## src/verilog/kps_map.svh

```systemverilog
// Keypad scanner constants: register indices, reset values, field positions, timing.
// Assumes inclusion by bare name from the keypad scanner design files.
`ifndef KPS_MAP_SVH
`define KPS_MAP_SVH

// Register indices; byte address on the bus is four times the index
`define KPS_IDX_COL 10'h0D1
`define KPS_IDX_ROW 10'h0D2
`define KPS_IDX_TIM 10'h0D3
`define KPS_IDX_CTRL 10'h0D4

// Reset values
`define KPS_RST_COL 8'h1F
`define KPS_RST_ROW 8'h3F
`define KPS_RST_TIM 8'h00
`define KPS_RST_CTRL 8'h00

// Control/status bit positions
`define KPS_BIT_IRQ_EN 0
`define KPS_BIT_FLAG 1
`define KPS_BIT_AUTO 2
`define KPS_BIT_CLKLVL 3

// Timing: one keypad clock period and the system clock period, in ns
`define KPS_MS_NS 1000000
`define KPS_CLK_NS 5
`define KPS_MS_CYC (`KPS_MS_NS / `KPS_CLK_NS)

// Debounce step and the zero-field case, in ms
`define KPS_DB_STEP_MS 9'h004
`define KPS_DB_ZERO_MS 9'h100

// Scan interval per code, in ms
`define KPS_SC_MS_00 9'h004
`define KPS_SC_MS_01 9'h001
`define KPS_SC_MS_10 9'h002
`define KPS_SC_MS_11 9'h003

// Bus responses
`define KPS_RESP_OKAY 2'h0
`define KPS_RESP_DECERR 2'h3

`endif

```

## src/verilog/kps_pkg.sv

```systemverilog
// Keypad scanner types: scan states and register selection.
// Assumes nothing beyond a SystemVerilog compiler.
package kps_pkg;

	typedef enum logic [2:0] {
		KPS_ST_IDLE,
		KPS_ST_DB_PRESS,
		KPS_ST_SCAN,
		KPS_ST_WAIT_REL,
		KPS_ST_DB_REL
	} kps_state_t;

	typedef enum logic [2:0] {
		KPS_SEL_NONE,
		KPS_SEL_COL,
		KPS_SEL_ROW,
		KPS_SEL_TIM,
		KPS_SEL_CTRL
	} kps_sel_t;

endpackage

```

## src/verilog/kps_tmr_if.sv

```systemverilog
// Interface between the keypad scan control and its millisecond timer.
// Assumes both ends share one clock.
`timescale 1ns/1ps

interface kps_tmr_if;
	logic load;
	logic [8:0] value;
	logic done;
	logic level;

	modport ctrl (output load, output value, input done, input level);
	modport tmr (input load, input value, output done, output level);
endinterface

```

## src/verilog/kps_timer.sv

```systemverilog
// Keypad 1 kHz time base and millisecond down-counter.
// Assumes an asynchronous active-low reset already released cleanly.
`timescale 1ns/1ps
`include "kps_map.svh"

module kps_timer #(
	parameter int unsigned MS_CYC = `KPS_MS_CYC
) (
	input wire logic i_clk,
	input wire logic i_rst_n,
	kps_tmr_if.tmr tmr
);
	localparam int CW = $clog2(MS_CYC);

	logic [CW-1:0] cyc_q;
	logic lvl_q;
	logic [8:0] cnt_q;
	logic ms_tick;
	logic half_tick;

	// Free-running time base: the first tick of a wait can fall less than one keypad clock period after the load
	assign ms_tick = (cyc_q == CW'(MS_CYC - 1));
	assign half_tick = (cyc_q == CW'(MS_CYC / 2 - 1));
	assign tmr.done = (cnt_q == 9'h000);
	assign tmr.level = lvl_q;

	always_ff @(posedge i_clk or negedge i_rst_n) begin
		if (!i_rst_n) begin
			cyc_q <= '0;
			lvl_q <= 1'b0;
		end else begin
			cyc_q <= ms_tick ? '0 : cyc_q + CW'(1);
			if (ms_tick || half_tick) begin
				lvl_q <= !lvl_q;
			end
		end
	end

	always_ff @(posedge i_clk or negedge i_rst_n) begin
		if (!i_rst_n) begin
			cnt_q <= 9'h000;
		end else if (tmr.load) begin
			cnt_q <= tmr.value;
		end else if (ms_tick && cnt_q != 9'h000) begin
			cnt_q <= cnt_q - 9'h001;
		end
	end
endmodule // kps_timer

```

## src/verilog/kps_top.sv

```systemverilog
// Keypad matrix scanner with AXI4-Lite register access.
// Assumes row inputs synchronous to i_clk with pull-ups; columns drive the matrix.
// Behaviour
// - A validated key's column pattern is stored in the column register.
// - In bypass mode, column register bits 4..0 drive column outputs 4..0 one to one.
// - Columns are active low: 0x1E pulls column zero, 0x1F releases all.
// - In bypass mode the written column value appears on the column outputs.
// - Column register resets to 0x1F, all columns high.
// - A validated key's row pattern is stored in the six-bit row register.
// - Rows read active low; row register resets to 0x3F.
// - Timing register: debounce field bits 7..2, scan interval bits 1..0.
// - Debounce is field times 4 ms; zero means 256 ms.
// - Both presses and releases are debounced by that period.
// - Scan interval code 01 waits 1 ms, code 10 waits 2 ms.
// - One control/status register, reset zero, holds scan, detect and interrupt bits.
// - Auto-scan enable set scans in hardware; clear means bypass mode.
// - Key-detect flag set on valid key or bypass row fall; read clears it.
// - Interrupt enable gates only the interrupt, never the flag itself.
// - Control/status bit 3 reads the keypad clock level.
//
// Design decision made here: the AXI4-Lite register port.
`timescale 1ns/1ps
`include "kps_map.svh"

module kps_top
	import kps_pkg::*;
#(
	parameter int unsigned MS_CYC = `KPS_MS_CYC
) (
	input wire logic i_clk,
	input wire logic i_rst_n,
	input wire logic i_awvalid,
	input wire logic [11:0] i_awaddr,
	input wire logic i_wvalid,
	input wire logic [31:0] i_wdata,
	input wire logic [3:0] i_wstrb,
	input wire logic i_bready,
	input wire logic i_arvalid,
	input wire logic [11:0] i_araddr,
	input wire logic i_rready,
	input wire logic [5:0] i_row,
	output logic o_awready,
	output logic o_wready,
	output logic o_bvalid,
	output logic [1:0] o_bresp,
	output logic o_arready,
	output logic o_rvalid,
	output logic [31:0] o_rdata,
	output logic [1:0] o_rresp,
	output logic [4:0] o_col,
	output logic o_irq
);

	function automatic kps_sel_t kps_dec(input logic [11:0] addr);
		kps_sel_t sel;
		sel = KPS_SEL_NONE;
		if (addr[1:0] == 2'h0) begin
			case (addr[11:2])
				`KPS_IDX_COL: sel = KPS_SEL_COL;
				`KPS_IDX_ROW: sel = KPS_SEL_ROW;
				`KPS_IDX_TIM: sel = KPS_SEL_TIM;
				`KPS_IDX_CTRL: sel = KPS_SEL_CTRL;
				default: sel = KPS_SEL_NONE;
			endcase
		end
		return sel;
	endfunction

	function automatic logic [2:0] kps_ones(input logic [5:0] v);
		logic [2:0] n;
		n = 3'h0;
		for (int k = 0; k < 6; k++) begin
			n = n + 3'(v[k]);
		end
		return n;
	endfunction

	////////////////////////////////////////////////////////////////////////////
	// Reset release
	logic [1:0] rst_sync_q;
	logic rst_n_s;

	always_ff @(posedge i_clk or negedge i_rst_n) begin
		if (!i_rst_n) begin
			rst_sync_q <= 2'h0;
		end else begin
			rst_sync_q <= {rst_sync_q[0], 1'b1};
		end
	end
	assign rst_n_s = rst_sync_q[1];

	////////////////////////////////////////////////////////////////////////////
	// Registers and timer
	logic [7:0] col_q;
	logic [7:0] row_q;
	logic [7:0] tim_q;
	logic auto_q;
	logic irq_en_q;
	logic flag_q;
	logic flag_d;
	logic rows_hi_q;

	kps_tmr_if u_tmr_if ();

	kps_timer #(.MS_CYC(MS_CYC)) u_timer (
		.i_clk(i_clk),
		.i_rst_n(rst_n_s),
		.tmr(u_tmr_if.tmr)
	);

	////////////////////////////////////////////////////////////////////////////
	// Scan engine
	kps_state_t state_q;
	kps_state_t state_d;
	logic [2:0] col_idx_q;
	logic [1:0] hits_q;
	logic [1:0] hits_new;
	logic [4:0] hit_col_q;
	logic [5:0] hit_row_q;
	logic [4:0] scan_drive;
	logic [2:0] n_low;
	logic any_low;
	logic all_high;
	logic step_done;
	logic last_col;
	logic cap_fire;
	logic [4:0] cap_col;
	logic [5:0] cap_row;
	logic [8:0] db_ms;
	logic [8:0] sc_ms;
	logic tmr_load;
	logic [8:0] tmr_value;

	assign all_high = &i_row;
	assign any_low = !all_high;
	assign n_low = kps_ones(~i_row);
	assign last_col = (col_idx_q == 3'h4);
	assign step_done = (state_q == KPS_ST_SCAN) && u_tmr_if.done;
	// Two or more closures anywhere in the matrix make the scan invalid
	assign hits_new = (hits_q == 2'h2 || n_low > 3'h1 || (hits_q == 2'h1 && n_low != 3'h0)) ?
		2'h2 : (hits_q | n_low[1:0]);
	assign cap_fire = step_done && last_col && hits_new == 2'h1;
	assign cap_col = (hits_q == 2'h0) ? scan_drive : hit_col_q;
	assign cap_row = (hits_q == 2'h0) ? i_row : hit_row_q;
	assign db_ms = (tim_q[7:2] == 6'h00) ? `KPS_DB_ZERO_MS : 9'(tim_q[7:2]) * `KPS_DB_STEP_MS;
	assign sc_ms = (tim_q[1:0] == 2'h1) ? `KPS_SC_MS_01 :
		(tim_q[1:0] == 2'h2) ? `KPS_SC_MS_10 :
		(tim_q[1:0] == 2'h3) ? `KPS_SC_MS_11 : `KPS_SC_MS_00;
	assign u_tmr_if.load = tmr_load;
	assign u_tmr_if.value = tmr_value;

	// Outside a scan step every column is pulled low to catch any closure
	for (genvar g = 0; g < 5; g++) begin : g_drive
		assign scan_drive[g] = (state_q == KPS_ST_SCAN) && (col_idx_q != 3'(g));
	end

	always_comb begin
		state_d = state_q;
		tmr_load = 1'b0;
		tmr_value = db_ms;
		case (state_q)
			KPS_ST_IDLE: begin
				if (any_low) begin
					state_d = KPS_ST_DB_PRESS;
					tmr_load = 1'b1;
				end
			end
			KPS_ST_DB_PRESS: begin
				if (u_tmr_if.done) begin
					state_d = any_low ? KPS_ST_SCAN : KPS_ST_IDLE;
					tmr_load = any_low;
					tmr_value = sc_ms;
				end
			end
			KPS_ST_SCAN: begin
				if (u_tmr_if.done) begin
					state_d = last_col ? KPS_ST_WAIT_REL : KPS_ST_SCAN;
					tmr_load = !last_col;
					tmr_value = sc_ms;
				end
			end
			KPS_ST_WAIT_REL: begin
				if (all_high) begin
					state_d = KPS_ST_DB_REL;
					tmr_load = 1'b1;
				end
			end
			KPS_ST_DB_REL: begin
				if (u_tmr_if.done) begin
					state_d = all_high ? KPS_ST_IDLE : KPS_ST_WAIT_REL;
				end
			end
			default: state_d = KPS_ST_IDLE;
		endcase
		if (!auto_q) begin
			state_d = KPS_ST_IDLE;
			tmr_load = 1'b0;
		end
	end

	always_ff @(posedge i_clk or negedge rst_n_s) begin
		if (!rst_n_s) begin
			state_q <= KPS_ST_IDLE;
			col_idx_q <= 3'h0;
			hits_q <= 2'h0;
			hit_col_q <= 5'h1F;
			hit_row_q <= 6'h3F;
		end else begin
			state_q <= state_d;
			if (state_q != KPS_ST_SCAN) begin
				col_idx_q <= 3'h0;
				hits_q <= 2'h0;
			end else if (step_done) begin
				col_idx_q <= col_idx_q + 3'h1;
				hits_q <= hits_new;
				if (hits_q == 2'h0 && n_low == 3'h1) begin
					hit_col_q <= scan_drive;
					hit_row_q <= i_row;
				end
			end
		end
	end

	////////////////////////////////////////////////////////////////////////////
	// AXI4-Lite slave
	logic aw_got_q;
	logic w_got_q;
	logic [11:0] awaddr_q;
	logic [7:0] wbyte_q;
	logic wstrb0_q;
	logic aw_hs;
	logic w_hs;
	logic ar_hs;
	logic wr_fire;
	kps_sel_t wr_sel;
	kps_sel_t rd_sel;
	logic [7:0] ctrl_rd;
	logic [7:0] rd_byte;
	logic rd_clear;
	logic wr_clear;
	logic set_ev;

	assign aw_hs = i_awvalid && o_awready;
	assign w_hs = i_wvalid && o_wready;
	assign ar_hs = i_arvalid && o_arready;
	assign wr_fire = aw_got_q && w_got_q && !o_bvalid;
	assign wr_sel = kps_dec(awaddr_q);
	assign rd_sel = kps_dec(i_araddr);
	assign ctrl_rd = (8'(u_tmr_if.level) << `KPS_BIT_CLKLVL) | (8'(auto_q) << `KPS_BIT_AUTO) |
		(8'(flag_q) << `KPS_BIT_FLAG) | (8'(irq_en_q) << `KPS_BIT_IRQ_EN);
	assign rd_byte = (rd_sel == KPS_SEL_COL) ? col_q :
		(rd_sel == KPS_SEL_ROW) ? row_q :
		(rd_sel == KPS_SEL_TIM) ? tim_q :
		(rd_sel == KPS_SEL_CTRL) ? ctrl_rd : 8'h00;

	always_ff @(posedge i_clk or negedge rst_n_s) begin
		if (!rst_n_s) begin
			o_awready <= 1'b1;
			o_wready <= 1'b1;
			o_bvalid <= 1'b0;
			o_bresp <= `KPS_RESP_OKAY;
			aw_got_q <= 1'b0;
			w_got_q <= 1'b0;
			awaddr_q <= 12'h000;
			wbyte_q <= 8'h00;
			wstrb0_q <= 1'b0;
		end else begin
			if (aw_hs) begin
				aw_got_q <= 1'b1;
				awaddr_q <= i_awaddr;
				o_awready <= 1'b0;
			end
			if (w_hs) begin
				w_got_q <= 1'b1;
				wbyte_q <= i_wdata[7:0];
				wstrb0_q <= i_wstrb[0];
				o_wready <= 1'b0;
			end
			if (wr_fire) begin
				aw_got_q <= 1'b0;
				w_got_q <= 1'b0;
				o_bvalid <= 1'b1;
				o_bresp <= (wr_sel == KPS_SEL_NONE) ? `KPS_RESP_DECERR : `KPS_RESP_OKAY;
			end
			if (o_bvalid && i_bready) begin
				o_bvalid <= 1'b0;
				o_awready <= 1'b1;
				o_wready <= 1'b1;
			end
		end
	end

	always_ff @(posedge i_clk or negedge rst_n_s) begin
		if (!rst_n_s) begin
			o_arready <= 1'b1;
			o_rvalid <= 1'b0;
			o_rdata <= 32'h0000_0000;
			o_rresp <= `KPS_RESP_OKAY;
		end else if (ar_hs) begin
			o_arready <= 1'b0;
			o_rvalid <= 1'b1;
			o_rdata <= {24'h00_0000, rd_byte};
			o_rresp <= (rd_sel == KPS_SEL_NONE) ? `KPS_RESP_DECERR : `KPS_RESP_OKAY;
		end else if (o_rvalid && i_rready) begin
			o_rvalid <= 1'b0;
			o_arready <= 1'b1;
		end
	end

	////////////////////////////////////////////////////////////////////////////
	// Register file, flag and outputs
	logic wr_ok;
	assign wr_ok = wr_fire && wstrb0_q;
	assign rd_clear = ar_hs && rd_sel == KPS_SEL_CTRL;
	assign wr_clear = wr_ok && wr_sel == KPS_SEL_CTRL && wbyte_q[`KPS_BIT_FLAG];
	// Bypass edge detect rides on raw rows, so a bouncing key may raise it again
	assign set_ev = auto_q ? cap_fire : (rows_hi_q && !all_high);
	assign flag_d = set_ev || (flag_q && !(rd_clear || wr_clear));

	always_ff @(posedge i_clk or negedge rst_n_s) begin
		if (!rst_n_s) begin
			col_q <= `KPS_RST_COL;
			row_q <= `KPS_RST_ROW;
			tim_q <= `KPS_RST_TIM;
			auto_q <= 1'(`KPS_RST_CTRL >> `KPS_BIT_AUTO);
			irq_en_q <= 1'(`KPS_RST_CTRL >> `KPS_BIT_IRQ_EN);
			flag_q <= 1'(`KPS_RST_CTRL >> `KPS_BIT_FLAG);
			rows_hi_q <= 1'b1;
			o_col <= 5'h1F;
			o_irq <= 1'b0;
		end else begin
			rows_hi_q <= all_high;
			flag_q <= flag_d;
			if (cap_fire) begin
				col_q <= {3'h0, cap_col};
				row_q <= {2'h0, cap_row};
			end else begin
				if (wr_ok && wr_sel == KPS_SEL_COL) begin
					col_q <= {3'h0, wbyte_q[4:0]};
				end
				if (!auto_q) begin
					row_q <= {2'h0, i_row};
				end
			end
			if (wr_ok && wr_sel == KPS_SEL_TIM) begin
				tim_q <= wbyte_q;
			end
			if (wr_ok && wr_sel == KPS_SEL_CTRL) begin
				auto_q <= wbyte_q[`KPS_BIT_AUTO];
				irq_en_q <= wbyte_q[`KPS_BIT_IRQ_EN];
			end
			o_col <= auto_q ? scan_drive : col_q[4:0];
			o_irq <= flag_q && irq_en_q;
		end
	end
endmodule // kps_top

```

## config.mk

```make
export PLATFORM = sky130hd
export DESIGN_NAME = kps_top
export DESIGN_NICKNAME = d
export VERILOG_FILES = /design/src/verilog/kps_pkg.sv /design/src/verilog/kps_tmr_if.sv /design/src/verilog/kps_timer.sv /design/src/verilog/kps_top.sv
export VERILOG_INCLUDE_DIRS = /design/src /design/src/verilog
export SDC_FILE = /design/constraint.sdc
export NUM_CORES = 1
export LEC_CHECK = 0
export BUFFER_PORTS_ARGS = -buffer_cell sky130_fd_sc_hd__buf_2
export CAP_MARGIN = 30
export CORE_ASPECT_RATIO = 0.75
export CORE_UTILIZATION = 35
export DETAILED_ROUTE_END_ITERATION = 16
export GPL_ROUTABILITY_DRIVEN = 0
export GPL_TIMING_DRIVEN = 0
export HOLD_SLACK_MARGIN = 0.15
export PLACE_DENSITY = 0.64
export SLEW_MARGIN = 20
export SYNTH_ARGS = -nofsm -noshare
export SYNTH_HDL_FRONTEND = slang
export SYNTH_SLANG_ARGS = --single-unit
```

## constraint.sdc

```tcl
create_clock -name i_clk -period 6.7 [get_ports i_clk]
set_clock_uncertainty 0.1 [all_clocks]
set_input_delay 0.335 -clock i_clk [delete_from_list [all_inputs] [get_ports i_clk]]
set_output_delay 0.335 -clock i_clk [all_outputs]
set_load 0.01 [all_outputs]
```

==> results of run 1 <==
[layout make-up]
class,instances,area [um2]
fill,1484,8700
tap,210,263
clock inverter,5,27.5
inverter,22,82.6
sequential,116,2950
clock buffer,26,499
multi-input combinational,383,2640
timing repair buffer,107,758
buffer,45,300
[kinds of logic (layout without fill, tap and decap cells)]
| kind of cell | after synthesis | after routing |
|---|---|---|
| AO/OA/AOI/OAI | 87 | 87 |
| multiplexers | 59 | 59 |
| AND/OR/NAND/NOR | 175 | 175 |
| other | 2 | 25 |
| flip-flops | 116 | 116 |
| XOR/XNOR | 25 | 25 |
| adder cells (fa/ha/maj) | 12 | 12 |
| buffers and inverters | 67 | 205 |
[metal layers]
metal	vias up	wire length [um]
met4	0	107
met3	12	660
met2	139	6390
met1	2228	6870
met5	-	0
li1	2195	-
[metrics by stage]
step | util [%] | instance area (um2) | cells | setup slack (ns) | hold WS [ns]
finish | 46.4 | 7520 | 914 | 2.85 | 0.138
floorplan | - | 5960 | 566 | 3.18 | -0.0606
CTS | 46.4 | 7520 | 914 | 2.89 | 0.152
detailed placement | 40.8 | 6620 | 846 | 3.03 | 0.0249
global route | 46.4 | 7520 | 914 | 2.69 | 0.174
global placement | 40.5 | 6570 | 844 | 1.95 | 0.0200
[cells in the mapped netlist, drive strengths merged, types with 3 or more instances]
cell type	instances	area share (%)
a21o	6	0.77
a21oi	16	1.4
a22o	3	0.45
a31oi	3	0.32
and2	3	0.32
and3	3	0.32
and4	7	1.0
buf	30	3.7
clkbuf	14	1.3
dfrtp	85	36
dfstp	31	14
fa	3	1.0
ha	9	1.9
inv	22	1.4
mux2	39	7.5
mux2i	20	3.4
nand2	48	3.1
nand2b	4	0.43
nand3	11	0.94
nand4	11	1.2
nor2	33	2.1
nor2b	9	0.96
nor3	10	0.85
nor4	12	1.4
nor4b	3	0.45
o21a	3	0.38
o21ai	30	2.7
o221a	6	1.1
or3	7	0.75
or4	6	0.85
xnor2	17	2.5
xor2	8	1.2
[critical path, delay by kind of cell]
family	cells	cell delay, ns
fa+ha+maj	4	1.71
buf+inv	4	0.95
simple gates	3	0.75
compound gates	1	0.33
[how the worst max path moves through the flow]
stage                                       start                endpoint
after CTS                                i_row[0]    row_q[4]$_DFFE_PN1P_
final                                    i_row[0]    row_q[4]$_DFFE_PN1P_
after floorplan           rst_sync_q[1]$_DFF_PN0_      auto_q$_DFFE_PN0N_
after detailed placement                 i_row[0]    row_q[4]$_DFFE_PN1P_
after global placement    rst_sync_q[1]$_DFF_PN0_  o_rdata[5]$_DFFE_PN0P_
after global routing                     i_row[0]    row_q[5]$_DFFE_PN1P_
[sequential cells by signal, summed over array words and instances, names as in the netlist, 5 cells and up]
signal / cells
o_rdata: 8
wbyte_q: 8
u_timer.cyc_q: 18
tim_q: 8
hit_row_q: 6
col_q: 5
o_col: 5
awaddr_q: 12
row_q: 6
u_timer.cnt_q: 9
hit_col_q: 5
[power groups by stage]
stage / sequential [mW] / clock, mW / combinational [mW]
after global placement: 0.889 / 0 / 0.236
after detailed placement: 0.887 / 0 / 0.261
after CTS: 0.876 / 0.819 / 0.285
after floorplan: 0.873 / 0 / 0.178
after global routing: 0.888 / 0.857 / 0.313
final: 0.876 / 0.803 / 0.284
==> flow_metrics.env, run 1 <==
export IMPL_routedWlPerCell_um=15.3
export IMPL_worst_pin_slew_ns=0.930
export IMPL_synthAdderAreaFrac_pct=2.94
export IMPL_cts_resized=0
export IMPL_p_per_area_nw_per_um2=261
export IMPL_top_usage_layer="met2"
export IMPL_core_area_um2=16200
export IMPL_layout_common_cells="dfrtp_1, buf_2, nand2_1"
export IMPL_ant_nets=0
export IMPL_insertion_delay_ns=0.41
export IMPL_grt_total_usage_pct=17.1
export IMPL_die_h_um=114
export IMPL_yosysSeqAreaShare_pct=50.1
export IMPL_fp_dieW_um=152
export IMPL_drtPass1Iterations=5
export IMPL_num_vias=4574
export IMPL_dieArea_um2=17300
export IMPL_max_freq_mhz=260
export IMPL_period_share_pct=57.4
export IMPL_synth_xor_area_share_pct=3.73
export IMPL_p_sw_mw=0.496
export IMPL_grt_pass1_wl_um=22600
export IMPL_cp_max_fo=10
export IMPL_ir_drop_mv=0.135
export IMPL_maxSlewViolCount=0
export IMPL_cts_buffers=17
export IMPL_worstSetupPathType="primary input to register"
export IMPL_synth_simple_gate_area_share_pct=15.8
export IMPL_grt_util_met3_pct=4.18
export IMPL_initial_core_util_pct=36.2
export IMPL_hp_class="register to async pin"
export IMPL_htree_levels=4
export IMPL_tns_ns=0
export IMPL_slowest_delay_ns=0.57
export IMPL_synth_compound_area_share_pct=9.94
export IMPL_crit_slowest_cell="fa_1"
export IMPL_syn_inst=543
export IMPL_synth_distinct_cells=62
export IMPL_io_buffers=68
export IMPL_status="completed"
export IMPL_p_int_mw=1.47
export IMPL_drive_gt1_share_pct=30.3
export IMPL_clockBufferDepth=2
export IMPL_grt_use_met1_pct=24.1
export IMPL_crit_arrival_ns=4.08
export IMPL_yosys_register_bits=116
export IMPL_synthArstFlopShare_pct=100
export IMPL_max_cap_violations=0
export IMPL_grt_max_degree=59
export IMPL_rows=40
export IMPL_cp_start_kind="primary input"
export IMPL_cts_root_buf="clkbuf_16"
export IMPL_ys_flop_type="dfrtp_1"
export IMPL_final_hold_viol_count=0
export IMPL_antenna_found_initial=0
export IMPL_grt_pass1_vias=4428
export IMPL_tritoncts="built"
export IMPL_ios=120
export IMPL_post_cts_setup_buffers=0
export IMPL_timing_rr_end="row_q[4]$_DFFE_PN1P_"
export IMPL_grt_setup_unrepaired="no"
export IMPL_via_per_inst=5.00
export IMPL_rr_worst_depth=7
export IMPL_synthMuxAreaShare_pct=10.9
export IMPL_antenna_cells=0
export IMPL_period_minus_slack_ns=3.85
export IMPL_cp_common_cell="fa_1"
export IMPL_avgSynthCellArea_um2=10.8
export IMPL_wirelength_um=14000
export IMPL_clkSlewWorstSetupHoldPaths_ns=0.05
export IMPL_drc_errors=0
export IMPL_leakagePower_nw=3.29
export IMPL_postCtsHoldBufs=37
export IMPL_cts_num_sinks=116
export IMPL_critPathCaptureType="register"
export IMPL_drt_initial_drc_count=286
export IMPL_crit_chain="dlygate4sd3_1 -> buf_2 -> inv_1 -> fa_1 -> fa_1 -> ha_1 -> fa_1 -> nor4_1 -> and4_1 -> buf_4 -> nand2_1 -> o221a_2"
export IMPL_synth_top_family_by_area="simple AND/OR/NAND/NOR gates"
export IMPL_gr_usage_met2_pct=25.8
export IMPL_setup_viol=0
export IMPL_pwr_share_comb_pct=14.4
export IMPL_p_sw_share_pct=25.3
export IMPL_nets=777
export IMPL_area_growth_pct=28.0
export IMPL_reg2reg_slack_ns=3.53
export IMPL_gr_total_overflow=0
export IMPL_dpl_hpwl_um=10400
export IMPL_total_power_mw=1.96
export IMPL_required_ns=6.93
export IMPL_synth_warning_count=0
export IMPL_final_common_cell="dfrtp_1"
export IMPL_clkPwrFrac_pct=40.9
export IMPL_slew_headroom_pct=37.5
export IMPL_r2r_start="u_timer.cnt_q[5]$_DFFE_PN0P_"
export IMPL_p_seq_share_pct=44.6
export IMPL_synth_edf_count=0
export IMPL_synthesis_area_um2=5880
No activity file was read; power rests on OpenSTA's default activity.
==> run 2, diff against run 1 <==
--- a/config.mk
+++ b/config.mk
@@ -14,7 +14,7 @@
 export GPL_ROUTABILITY_DRIVEN = 0
 export GPL_TIMING_DRIVEN = 0
 export HOLD_SLACK_MARGIN = 0.15
-export PLACE_DENSITY = 0.64
+export PLACE_DENSITY = 0.66
 export SLEW_MARGIN = 20
 export SYNTH_ARGS = -nofsm -noshare
 export SYNTH_HDL_FRONTEND = slang
==> constraint.sdc (replaced) <==
create_clock -name i_clk -period 3.2 [get_ports i_clk]
set_clock_uncertainty 0.1 [all_clocks]
set_input_delay 0.16 -clock i_clk [delete_from_list [all_inputs] [get_ports i_clk]]
set_output_delay 0.16 -clock i_clk [all_outputs]
set_load 0.01 [all_outputs]
==> flow_metrics.env, run 2 (synthesis results as in run 1) <==
export IMPL_postPlaceCellArea_um2=6630
export IMPL_htree_levels=4
export IMPL_top_regs="u_timer.cyc_q x18, awaddr_q x12, u_timer.cnt_q x9"
export IMPL_cp_start_kind="primary input"
export IMPL_fin_hold_ws_ns=0.149
export IMPL_cts_root_buf="clkbuf_16"
export IMPL_final_area_um2=7690
export IMPL_layout_common_cells="dfrtp_1, buf_2, nand2_1"
export IMPL_reg2reg_slack_ns=0.26
export IMPL_maxSlewViolCount=0
export IMPL_grt_pass1_vias=4509
export IMPL_largest_reg_flops=18
export IMPL_antenna_found_initial=0
export IMPL_p_per_area_nw_per_um2=568
export IMPL_place_ws_ns=-0.352
export IMPL_worstSetupPathType="primary input to register"
export IMPL_timing_rr_end="u_timer.cnt_q[2]$_DFFE_PN0P_"
export IMPL_hold_end="o_rdata[0]$_DFFE_PN0P_"
export IMPL_nets=784
export IMPL_cts_buffers=17
export IMPL_worst_pin_slew_ns=0.924
export IMPL_layout_setup_ws_ns=0.0899
export IMPL_insertion_delay_ns=0.41
export IMPL_grt_total_usage_pct=17.4
export IMPL_drt_initial_drc_count=280
export IMPL_worstHoldStart="i_araddr[9]"
export IMPL_gr_total_overflow=0
export IMPL_wirelength_um=14500
export IMPL_grt_setup_unrepaired="no"
export IMPL_fp_dieW_um=152
export IMPL_drive_gt1_share_pct=31.2
export IMPL_required_ns=3.43
export IMPL_clkSlewWorstSetupHoldPaths_ns=0.05
export IMPL_final_common_cell="dfrtp_1"
export IMPL_routedWlPerCell_um=15.7
export IMPL_regMostFlops="u_timer.cyc_q"
export IMPL_grt_pass1_wl_um=22900
export IMPL_drtPass1Iterations=5
export IMPL_setup_viol=0
export IMPL_r2r_start="u_timer.cnt_q[5]$_DFFE_PN0P_"
export IMPL_num_vias=4653
export IMPL_ios=120
export IMPL_hp_class="primary input to register"
export IMPL_dieArea_um2=17300
export IMPL_antenna_cells=0
export IMPL_total_power_mw=4.37
export IMPL_area_growth_pct=30.8
export IMPL_die_h_um=114
export IMPL_slew_headroom_pct=37.9
export IMPL_ir_drop_mv=0.245
export IMPL_critPathCaptureType="register"
export IMPL_cts_num_sinks=116
export IMPL_dpl_hpwl_um=10300
export IMPL_tritoncts="built"
export IMPL_period_minus_slack_ns=3.11
export IMPL_cp_max_fo=6
export IMPL_ant_nets=0
export IMPL_via_per_inst=5.05
export IMPL_final_hold_viol_count=0
export IMPL_grt_max_degree=50
export IMPL_crit_arrival_ns=3.34
export IMPL_drc_errors=0
export IMPL_status="completed"
export IMPL_rr_worst_depth=7
export IMPL_max_cap_violations=0
export IMPL_period_share_pct=97.2
export IMPL_core_area_um2=16200
export IMPL_final_cells=922
export IMPL_rows=40
export IMPL_dpl_cell_count=846
export IMPL_leakagePower_nw=3.35
export IMPL_io_buffers=68
export IMPL_clockBufferDepth=2
export IMPL_hold_path_cell_count=3
export IMPL_initial_core_util_pct=36.2
export IMPL_max_freq_mhz=322
==> run 2: critical path, stage by stage <==
cell	delay (ns)
dlygate4sd3_1	0.52
buf_2	0.13
inv_1	0.07
fa_1	0.49
ha_1	0.21
fa_1	0.50
nor4_2	0.29
and4_2	0.30
mux2_2	0.40
o221a_2	0.27
==> run 2: final cells by class <==
class                   count  area, um2
clock inverters            13        158
multi-input cells         383       2660
inverters                  22       82.6
fillers                  1460       8530
plain buffers              45        300
clock buffers              19        443
well taps                 210        263
repair buffers            114        833
flip-flops and latches    116       2950
==> run 2: worst max-delay path by stage <==
stage / slack (ns) / to / from / cells past startpoint
6_report: 0.09 / row_q[4]$_DFFE_PN1P_ / i_row[4] / 10
5_1_grt: 0.02 / row_q[5]$_DFFE_PN1P_ / i_row[5] / 10
4_1_cts: 0.01 / row_q[4]$_DFFE_PN1P_ / i_row[4] / 11
3_5_place_dp: -0.35 / row_q[4]$_DFFE_PN1P_ / i_row[0] / 11
3_3_place_gp: -0.23 / row_q[3]$_DFFE_PN1P_ / i_row[0] / 11
2_1_floorplan: 0.08 / row_q[0]$_DFFE_PN1P_ / i_row[0] / 9
==> run 2: through the flow <==
| step | setup TNS [ns] | utilization (%) |
|---|---|---|
| floorplan | 0 | - |
| global placement | -1.63 | 40.5 |
| detailed placement | -3.05 | 40.9 |
| CTS | 0 | 47.2 |
| global route | 0 | 47.4 |
| finish | 0 | 47.4 |
==> run 2: timing repair <==
| item | 4_1_cts | 5_1_grt |
|---|---|---|
| buffers inserted | 0 | 1 |
| hold buffers | 43 | 0 |
| gates resized for setup | 0 | 4 |
| endpoints found under the hold margin | 64 | 0 |
| endpoints found under the setup margin | 0 | 6 |
==> run 2: power by group <==
part           switching (mW)  leakage [nW]  internal [mW]
Clock                   0.678         0.285           1.24
Combinational           0.273          1.65          0.338
Sequential              0.158          1.41           1.68
==> run 2: routing by layer <==
layer	wire [um]	vias to the layer above	global-route usage, %
met5	0	-	0
met4	146	0	5.21
met3	878	17	4.78
met2	6650	154	26.9
met1	6810	2279	23.6
li1	-	2203	-
